--- src/design/wdt_pkg.sv ---
// Watchdog feed timer shared constants and types
package wdt_pkg;

   // ----------------------------------------------------------------
   // Timing
   // ----------------------------------------------------------------
   localparam int CLK_PERIOD_NS = 4;
   localparam int RST_PULSE_NS = 1000;
   localparam int RST_PULSE_CYC =
      (RST_PULSE_NS + CLK_PERIOD_NS - 1) / CLK_PERIOD_NS;

   // ----------------------------------------------------------------
   // Control register layout and reset values
   // ----------------------------------------------------------------
   localparam int CTRL_OVF_BIT = 5;
   localparam int CTRL_RUN_BIT = 4;
   localparam int CTRL_CLK_BIT = 3;
   localparam int CTRL_SEL_LSB = 0;
   localparam int CTRL_SEL_W = 3;
   localparam logic [7:0] CTRL_RST_FUSE_ON = 8'h10;
   localparam logic [7:0] CTRL_RST_FUSE_OFF = 8'h00;
   localparam logic [2:0] SEL_RST = 3'h0;

   // ----------------------------------------------------------------
   // Feed keys
   // ----------------------------------------------------------------
   localparam logic [7:0] FEED_KEY_FIRST = 8'h1e;
   localparam logic [7:0] FEED_KEY_SECOND = 8'he1;

   // ----------------------------------------------------------------
   // Types
   // ----------------------------------------------------------------
   typedef struct packed {
      logic en;
      logic [7:0] data;
   } wdt_wr_t;

   typedef enum logic [2:0] {
      WDT_RUN = 3'b001,
      WDT_RST = 3'b010,
      WDT_OSC = 3'b100
   } wdt_state_t;

endpackage

--- src/design/wdt_feed_top.sv ---
// Watchdog timer with keyed feed, reset pulse and interval mode
//
// Behaviour
// - With the fuse set the counter advances only on the independent RC oscillator.
// - With the fuse set a missed feed resets the CPU and software cannot stop the count.
// - With the fuse clear the counter is an interval timer that raises an interrupt.
// - A three-bit select picks one of eight reload values, each twice the previous one.
// - With the fuse set the control register takes one write only after reset.
// - With the fuse or the clock bit set the count keeps running on its own clock when the CPU oscillator stops.
// - A chip reset from any other source holds the counter idle while it lasts.
// - Writing 1Eh then E1h to the feed key register is the only way to restart.
// - The two key writes may be separated by any activity other than a feed key register write.
// - A wrong key leaves the schedule untouched and simply drops the first key.
// - A timeout reset is held for about one microsecond, then execution resumes.
// - A timeout in power down starts the oscillator and holds execution until stable.
// - After a non-watchdog reset the control register reads 10h fused, else 00h.
`timescale 1ns/1ns
module wdt_feed_top
   import wdt_pkg::*;
#(
   parameter int CNT_W = 24,
   parameter logic [23:0] TICK_BASE = 24'h004000,
   parameter logic [15:0] CPU_DIV = 16'h00fa
) (
   // Clock and reset
   input wire logic mclk_i,
   input wire logic sys_rst_i,
   // Configuration and chip status
   input wire logic watchdog_enable_fuse_i,
   input wire logic rc_osc_i,
   input wire logic power_down_i,
   input wire logic osc_stable_i,
   // Software writes
   input wire wdt_wr_t ctrl_wr_i,
   input wire wdt_wr_t feed_wr_i,
   // Software read of the control register
   output logic [7:0] watchdog_control_reg_o,
   // Chip effects
   output logic wdt_reset_o,
   output logic irq_o,
   output logic osc_start_o,
   output logic exec_hold_o
);

   localparam logic [7:0] RST_CYC = 8'(RST_PULSE_CYC);

   // ----------------------------------------------------------------
   // Input synchronisers
   // ----------------------------------------------------------------
   logic rc_tick;
   logic osc_stable_s;

   wdt_tick_sync u_rc_sync (
      .mclk_i(mclk_i),
      .sys_rst_i(sys_rst_i),
      .async_i(rc_osc_i),
      .level_o(),
      .rise_o(rc_tick)
   );

   wdt_tick_sync u_stable_sync (
      .mclk_i(mclk_i),
      .sys_rst_i(sys_rst_i),
      .async_i(osc_stable_i),
      .level_o(osc_stable_s),
      .rise_o()
   );

   // ----------------------------------------------------------------
   // State
   // ----------------------------------------------------------------
   logic [CNT_W-1:0] cnt_q, cnt_d;
   logic [15:0] div_q, div_d;
   logic [2:0] sel_q, sel_d;
   logic run_q, run_d;
   logic clk_q, clk_d;
   logic ovf_q, ovf_d;
   logic written_q, written_d;
   logic armed_q, armed_d;
   logic [7:0] pulse_q, pulse_d;
   wdt_state_t state_q, state_d;

   logic fuse;
   logic cpu_tick;
   logic tick;
   logic running;
   logic feed_ok;
   logic expire;
   logic [CNT_W-1:0] load_val;

   assign fuse = watchdog_enable_fuse_i;
   assign cpu_tick = (div_q == 16'h0000);
   // Fuse forces the RC clock so a dead CPU clock still times out
   assign tick = (fuse | clk_q) ? rc_tick : cpu_tick;
   assign running = (fuse | run_q) & (state_q == WDT_RUN);
   assign feed_ok = feed_wr_i.en & (feed_wr_i.data == FEED_KEY_SECOND)
                  & armed_q;
   assign load_val = CNT_W'(TICK_BASE) << sel_q;
   assign expire = running & tick & (cnt_q == '0) & ~feed_ok;

   // ----------------------------------------------------------------
   // Next state
   // ----------------------------------------------------------------
   always_comb begin
      cnt_d = cnt_q;
      div_d = (div_q == 16'h0000) ? CPU_DIV : div_q - 16'h0001;
      sel_d = sel_q;
      run_d = run_q;
      clk_d = clk_q;
      ovf_d = ovf_q;
      written_d = written_q;
      armed_d = armed_q;
      pulse_d = pulse_q;
      state_d = state_q;

      // Control writes; the fused part locks after the first one
      if (ctrl_wr_i.en) begin
         if (fuse) begin
            if (!written_q) begin
               sel_d = ctrl_wr_i.data[CTRL_SEL_LSB +: CTRL_SEL_W];
               written_d = 1'b1;
            end
         end else begin
            sel_d = ctrl_wr_i.data[CTRL_SEL_LSB +: CTRL_SEL_W];
            run_d = ctrl_wr_i.data[CTRL_RUN_BIT];
            clk_d = ctrl_wr_i.data[CTRL_CLK_BIT];
            if (!ctrl_wr_i.data[CTRL_OVF_BIT]) begin
               ovf_d = 1'b0;
            end
         end
      end

      // Key sequence; unrelated cycles between keys keep the arm
      if (feed_wr_i.en) begin
         if (feed_wr_i.data == FEED_KEY_FIRST) begin
            armed_d = 1'b1;
         end else begin
            armed_d = 1'b0;
         end
      end
      if (feed_ok) begin
         cnt_d = load_val;
         ovf_d = 1'b0;
      end else if (running & tick) begin
         if (cnt_q == '0) begin
            cnt_d = load_val;
         end else begin
            cnt_d = cnt_q - CNT_W'(1);
         end
      end

      // Set wins over any clear in the same cycle
      if (expire) begin
         ovf_d = 1'b1;
      end

      unique case (state_q)
         WDT_RUN: begin
            if (expire & fuse) begin
               state_d = WDT_RST;
               pulse_d = RST_CYC - 8'h01;
               written_d = 1'b0;
               armed_d = 1'b0;
            end
         end
         WDT_RST: begin
            if (pulse_q == 8'h00) begin
               state_d = power_down_i ? WDT_OSC : WDT_RUN;
               cnt_d = load_val;
            end else begin
               pulse_d = pulse_q - 8'h01;
            end
         end
         WDT_OSC: begin
            if (osc_stable_s) begin
               state_d = WDT_RUN;
            end
         end
         default: begin
            state_d = WDT_RUN;
         end
      endcase
   end

   // ----------------------------------------------------------------
   // Registers
   // ----------------------------------------------------------------
   always_ff @(posedge mclk_i) begin
      if (sys_rst_i) begin
         cnt_q <= CNT_W'(TICK_BASE);
         div_q <= CPU_DIV;
         sel_q <= SEL_RST;
         run_q <= CTRL_RST_FUSE_OFF[CTRL_RUN_BIT];
         clk_q <= CTRL_RST_FUSE_OFF[CTRL_CLK_BIT];
         ovf_q <= 1'b0;
         written_q <= 1'b0;
         armed_q <= 1'b0;
         pulse_q <= 8'h00;
         state_q <= WDT_RUN;
      end else begin
         cnt_q <= cnt_d;
         div_q <= div_d;
         sel_q <= sel_d;
         run_q <= run_d;
         clk_q <= clk_d;
         ovf_q <= ovf_d;
         written_q <= written_d;
         armed_q <= armed_d;
         pulse_q <= pulse_d;
         state_q <= state_d;
      end
   end

   // ----------------------------------------------------------------
   // Outputs
   // ----------------------------------------------------------------
   // Fused view reads 10h after reset: run forced, clock bit hidden
   always_comb begin
      watchdog_control_reg_o = fuse ? CTRL_RST_FUSE_ON : CTRL_RST_FUSE_OFF;
      watchdog_control_reg_o[CTRL_OVF_BIT] = ovf_q;
      watchdog_control_reg_o[CTRL_RUN_BIT] = fuse | run_q;
      watchdog_control_reg_o[CTRL_CLK_BIT] = ~fuse & clk_q;
      watchdog_control_reg_o[CTRL_SEL_LSB +: CTRL_SEL_W] = sel_q;
   end

   assign wdt_reset_o = (state_q == WDT_RST);
   assign irq_o = ovf_q & ~fuse;
   assign osc_start_o = (state_q == WDT_OSC);
   assign exec_hold_o = (state_q != WDT_RUN);

   // ----------------------------------------------------------------
   // Assertions
   // ----------------------------------------------------------------
   localparam int A_PULSE_LAST = RST_PULSE_CYC - 1;
endmodule // wdt_feed_top

--- src/design/wdt_tick_sync.sv ---
// Two-flop synchroniser with rising edge pulse
`timescale 1ns/1ns
module wdt_tick_sync (
   // Clock and reset
   input wire logic mclk_i,
   input wire logic sys_rst_i,
   // Asynchronous input
   input wire logic async_i,
   // Synchronised outputs
   output logic level_o,
   output logic rise_o
);

   logic meta_q, meta_d;
   logic sync_q, sync_d;
   logic last_q, last_d;

   always_comb begin
      meta_d = async_i;
      sync_d = meta_q;
      last_d = sync_q;
   end

   always_ff @(posedge mclk_i) begin
      if (sys_rst_i) begin
         meta_q <= 1'b0;
         sync_q <= 1'b0;
         last_q <= 1'b0;
      end else begin
         meta_q <= meta_d;
         sync_q <= sync_d;
         last_q <= last_d;
      end
   end

   // Edge taken from sync_q and last_q only, never from meta_q
   assign level_o = sync_q;
   assign rise_o = sync_q & ~last_q;

endmodule // wdt_tick_sync

--- config.mk ---
export PLATFORM = sky130hd
export DESIGN_NAME = wdt_feed_top
export DESIGN_NICKNAME = d
export VERILOG_FILES = /design/src/design/wdt_pkg.sv /design/src/design/wdt_feed_top.sv /design/src/design/wdt_tick_sync.sv
export SDC_FILE = /design/constraint.sdc
export NUM_CORES = 1
export LEC_CHECK = 0
export BUFFER_PORTS_ARGS = -buffer_cell sky130_fd_sc_hd__buf_2
export CAP_MARGIN = 20
export CORE_MARGIN = 4
export CORE_UTILIZATION = 45
export CTS_BUF_LIST = sky130_fd_sc_hd__clkbuf_2 sky130_fd_sc_hd__clkbuf_4 sky130_fd_sc_hd__clkbuf_8
export DETAILED_ROUTE_END_ITERATION = 10
export GPL_ROUTABILITY_DRIVEN = 0
export PLACE_DENSITY = 0.68
export SLEW_MARGIN = 20
export SYNTH_ARGS = -nofsm -noshare
export SYNTH_HDL_FRONTEND = slang
export SYNTH_SLANG_ARGS = --single-unit
--- constraint.sdc ---
create_clock -name mclk_i -period 2.95 [get_ports mclk_i]
set_input_delay 0.1475 -clock mclk_i [delete_from_list [all_inputs] [get_ports mclk_i]]
set_output_delay 0.1475 -clock mclk_i [all_outputs]
set_load 0.01 [all_outputs]
Yosys cells after proc, flatten, opt, wreduce, memory -nomap -nowiden:

Cells that the tools add are included.

* add/subtract/negate cells: 3
* eq/ne operators: 13
* shift operators: 1
* multiplexer cells: 29
* bitwise logic cells: 15
* reductions and logical operators: 11

Operators by type and width (number)
* $mux W24: 5
* $logic_not A24 Y1: 1
* $shl A15 B3 Y24 const A: 1
* $sub A24 B1 Y24 const B: 1
* $mux W3: 6
* $logic_not A16 Y1: 1
* $mux W8: 2
* $pmux W8 S2: 1
* $sub A16 B1 Y16 const B: 1
* $mux W1: 14
* $and A1 B1 Y1: 10
* $ne A3 B1 Y1 const B: 3
* $pmux W3 S3: 1
* $reduce_and A3 Y1: 3
* $eq A8 B5 Y1 const B: 1
* $eq A8 B8 Y1 const B: 1
* $logic_not A8 Y1: 1
* $sub A8 B1 Y8 const B: 1
* $ne A2 B1 Y1 const B: 3
* $ne A2 B2 Y1 const B: 2
* $reduce_and A2 Y1: 2
* $eq A3 B1 Y1 const B: 1
* $eq A3 B2 Y1 const B: 1
* $eq A3 B3 Y1 const B: 1
* other kinds (5): 8

* register bits: 64
* input port bits: 24
* output and inout port bits: 12
* logic and storage cells: 87

Longest topological paths before layout:

* word-level depth: 9
* depth in mapped cells: 10
* depth with buffers taken out: 8

Cells and area by module:

A second synthesis with hierarchy kept.

* cells, all modules: 374
* area total of the unflattened synthesis: 3225.6 sq um

Modules (own cells, without submodules)
* wdt_feed_top: times used 1, cells an instance 360, area an instance 3050.4 sq um, sequential area each 1181.1 sq um
* wdt_tick_sync: times used 2, cells an instance 7, area an instance 87.6 sq um, sequential area each 60.1 sq um

Least setup slack after synthesis:

Ideal clock, no wire load.

* path type: register -> register
* start point: register cnt_q[8]
* end point: register cnt_q[18]
* setup time: 58 ps
* arrival: 2087 ps
* required time: 2892 ps
* path slack: 805 ps
* stages on the path, launching flop included: 9
* path buffers: 2
* clock period less this slack: 2145 ps
* cell sequence: dfxtp_1 > or4_1 > buf_2 > nor4_4 > buf_6 > nand4_1 > or4_1 > a21oi_1 > o21a_1

* word-level cells in the longest chain between the ends: 6
* elaborated cells on any way between the ends: 7
* those cells by class: 1 x add/sub; 5 x mux; 1 x reduce/logical

Ends and longest elaborated chain
* start: declaration: RTL line wdt_feed_top.sv:72 `logic [CNT_W-1:0] cnt_q, cnt_d;`
* start signal: assignment: RTL line wdt_feed_top.sv:190 `cnt_q <= CNT_W'(TICK_BASE);`
* start signal: assignment: RTL line wdt_feed_top.sv:201 `cnt_q <= cnt_d;`
* $sub A24 B1 Y24 or $logic_not A24 Y1 (tied branches): RTL line wdt_feed_top.sv:148, wdt_feed_top.sv:145
* $mux W24 *: RTL line wdt_feed_top.sv:145 `if (cnt_q == '0) begin`
* $mux W24 *: RTL line wdt_feed_top.sv:144 `end else if (running & tick) begin`
* $mux W24 *: RTL line wdt_feed_top.sv:141 `if (feed_ok) begin`
* $mux W24: RTL line wdt_feed_top.sv:167 `if (pulse_q == 8'h00) begin`
* $mux W24 *: RTL line wdt_feed_top.sv:157 `unique case (state_q)`

Every way passes the cells marked *; elsewhere a longest branch is shown, timed or not.
A chain may end at the register's enable or synchronous reset.

Worst setup path in the final report:

* start point: register cnt_q[8]
* end point: register pulse_q[1]

* word-level cells in the longest chain between the ends: 6

Ends and longest elaborated chain
* $logic_not A24 Y1: RTL line wdt_feed_top.sv:99 `assign expire = running & tick & (cnt_q == '0) & ~feed_ok;`
* $and A1 B1 Y1 (2 in series): RTL line wdt_feed_top.sv:99
* $and A1 B1 Y1: RTL line wdt_feed_top.sv:159 `if (expire & fuse) begin`
* $ne A2 B1 Y1 (no line)
* $reduce_and A3 Y1 (no line)
* end signal: assignment: RTL line wdt_feed_top.sv:209 `pulse_q <= pulse_d;`
* end: declaration: RTL line wdt_feed_top.sv:80 `logic [7:0] pulse_q, pulse_d;`

Every way passes these cells.

==> flow_metrics.py <==
metrics = {
    "pwr": {
        "cellPowerDensity_mw_per_mm2": 552,
        "sequentialPowerShare": 0.470,
        "power.switching_uw": 557,
        "leakage_uw": 0.00138,
        "total_power_uw": 2000,
        "p_comb_frac": 0.148,
        "ir_drop_mv": 0.263,
        "p_int_uw": 1440,
        "sw_frac_of_total": 0.279,
        "clkPwrFrac": 0.383,
    },
    "clocking": {
        "clkTransAtPathRegs_ps": 80,
        "clock-sinks": 64,
        "htreeDepth": 3,
        "tritoncts": "built",
        "clkLatencyLatePin_ps": 340,
        "clock_path_buffers": 2,
        "clockRootBuffer": "clkbuf_8",
        "cts_buffers": 9,
        "cts_setup_buffers": 0,
    },
    "critical_path": {
        "cp_slowest_cell": "or4_1",
        "critPathMaxFanout": 12,
        "crit_top_cell": "and3_1",
        "worstPathArrival_ps": 2650,
        "crit_path_end_kind": "register",
        "rrSetupSlack_ps": 530,
        "path_cells": "or4_1, nor4_4, buf_4, and3_1, and3_1, nor2_1, o311a_1",
        "startpoint_type": "register",
        "worstSetupPathType": "reg -> reg",
        "critical_path_required_ps": 3180,
        "cp_slowest_stage_delay_ps": 660,
    },
    "global_routing": {
        "grt_max_degree": 32,
        "grt_pass1_vias": 2518,
        "antenna_found_initial": 0,
        "globalRoute.totalOverflow": 0,
        "grt_use_total": 0.162,
        "grt_pass1_wl_um": 11200,
    },
    "yosys": {
        "synth-main-ff-cell": "dfxtp_1",
        "yosys_warnings": 0,
        "synthArstFlopShare": 0,
        "yosys.cell_types.count": 55,
        "synthTopCellsByArea": "dfxtp_1 (41%), nor2_1 (5.8%), xnor2_1 (4.7%)",
        "ys_ff_latch": 64,
        "synth_edf_count": 0,
        "yosysSeqAreaShare": 0.406,
        "synth_area_mm2": 0.00316,
        "synthCells": 367,
        "synth_most_common_cell": "dfxtp_1",
        "syn_avg_cell_area_um2": 8.60,
        "synth_top_cell_by_area": "dfxtp_1",
        "ys_top_cells_by_count": "dfxtp_1 (64), nor2_1 (49), nor3_1 (20)",
        "synth_top_area_frac": 0.406,
    },
    "sta": {
        "max_slew_margin": 0.515,
        "setup_viol": 0,
        "clock.fmax_ghz": 0.413,
        "fin_ws_ps": 530,
        "worstMarginPinSlew_ps": 720,
        "rsz0062_at_grt": "false",
        "worst_clock_skew_ps": 7.41,
        "final_max_slew_viol_count": 0,
        "fin_crit_ps": 2420,
        "tns_ps": 0,
        "post-route-period-util": 0.820,
        "hold_violations": 0,
    },
    "layout": {
        "antenna_cells": 0,
        "drive_above_1_share": 0.164,
        "final_cells": 504,
        "syn_to_final_growth_pct": 14.9,
        "final_nets": 432,
        "final_util": 0.534,
    },
    "flow_run": {
        "drv_cap": 0,
    },
    "floorplan": {
        "start_util": 0.465,
        "die_w_um": 91.8,
        "core_mm2": 0.00679,
        "io_pins": 36,
        "die_h_um": 91.8,
        "core.rowCount": 30,
        "dieArea_mm2": 0.00842,
    },
    "routing": {
        "first_pass_iters": 5,
        "num_vias": 2637,
        "wl_per_cell_um": 12.5,
        "drt_iter0_markers": 125,
        "via_per_inst": 5.23,
        "drt-total-wl_um": 6280,
        "drc": 0,
        "antenna_left": 0,
    },
    "place": {
        "dpl.hpwl_um": 4470,
        "pre_cts_ws_ps": 519,
        "placedCellCount": 486,
        "port_buffers": 31,
    },
    "status": {
        "status": "complete, no violations",
    },
    "min_path": {
        "worst_hold_path_type": "in -> reg",
    },
}
## worst paths after layout
kind                    start                 to  cells past startpoint
max                  cnt_q[8]         pulse_q[1]                      7
min              ctrl_wr_i[1]           sel_q[1]                      3
max reg2reg          cnt_q[8]         pulse_q[1]                      7
min reg2reg  u_rc_sync.meta_q  u_rc_sync.level_o                      1
## cell families (layout without fill, tap and decap cells)
family                     Yosys count  after routing  synth area share
buffers and inverters               31             71            0.0464
other                                1              2           0.00119
DFF                                 64             64             0.406
muxes                                3              3           0.00951
xor gates and xnor gates            34             34            0.0943
and+or+nand+nor                    180            180             0.321
AOI/OAI and AO/OA                   49             49             0.103
adders and majority gates            5              5            0.0198
## sequential cells by signal, summed over array words and instances, names as in the netlist
register / flops
written_q: 1
u_rc_sync.last_q: 1
ovf_q: 1
sel_q: 3
u_rc_sync.meta_q: 1
cnt_q: 24
state_q: 3
u_stable_sync.level_o: 1
u_stable_sync.meta_q: 1
run_q: 1
div_q: 16
clk_q: 1
pulse_q: 8
armed_q: 1
u_rc_sync.level_o: 1
## cells in the final DEF (no fill, tap or decap), types with 3 or more instances in the layout
| master | n |
|---|---|
| and3_1 | 3 |
| buf_4 | 8 |
| a211oi_1 | 4 |
| ha_1 | 5 |
| nor3b_1 | 3 |
| dfxtp_1 | 64 |
| a31oi_1 | 6 |
| nor4_1 | 17 |
| or3_1 | 5 |
| xor2_1 | 17 |
| nor2b_1 | 13 |
| or2_2 | 3 |
| or4_1 | 8 |
| xnor2_1 | 17 |
| nand3_1 | 12 |
| nor2_1 | 49 |
| clkbuf_8 | 10 |
| inv_1 | 14 |
| nand2b_1 | 3 |
| buf_2 | 31 |
| mux2i_1 | 3 |
| nor3_1 | 20 |
| nand4_1 | 10 |
| o21ai_0 | 6 |
| a21oi_1 | 16 |
| nand2_1 | 19 |
## cell type report
type	count	area, um^2
Fill cell	628	3170
Multi-Input combinational cell	273	1730
Sequential cell	64	1280
Timing Repair Buffer	41	235
Clock buffer	10	138
Tap cell	96	120
Clock inverter	6	67.6
Inverter	14	52.6
## worst max-delay path: cells and delay by family, from the launching register on
family	cells	cell delay, ps
and+or+nand+nor	5	1480
AOI/OAI and AO/OA	1	290
buffers and inverters	1	210
DFF	1	330
## layer usage
| layer | GRT usage | part of all wire |
|---|---|---|
| met3 | 0.0377 | 0.041 |
| met4 | 0.0631 | 0.013 |
| met1 | 0.209 | 0.47 |
| met5 | 0 | 0 |
| met2 | 0.262 | 0.47 |
## timing repair
| action | in CTS | in global routing |
|---|---|---|
| gates resized for setup | 0 | 0 |
| endpoints found under the hold margin | 2 | 0 |
| hold buffers | 2 | 0 |
## per-stage QoR
| step | cell area, um^2 | hold WS [ps] |
|---|---|---|
| final | 3630 | 32.5 |
| after detailed placement | 3400 | 361 |
| after global placement | 3400 | 364 |
| after floorplan | 3160 | 276 |
| after CTS | 3630 | 14.2 |
| after global routing | 3630 | 46.5 |
## power groups by stage
| stage | combinational (uW) | sequential [uW] | clock, uW |
|---|---|---|---|
| 2_1_floorplan | 236 | 951 | 0 |
| 3_3_place_gp | 290 | 958 | 0 |
| 3_5_place_dp | 293 | 960 | 0 |
| 4_1_cts | 297 | 940 | 795 |
| 5_1_grt | 337 | 946 | 829 |
| 6_report | 295 | 940 | 766 |
Power figures use the tool's default switching activity.
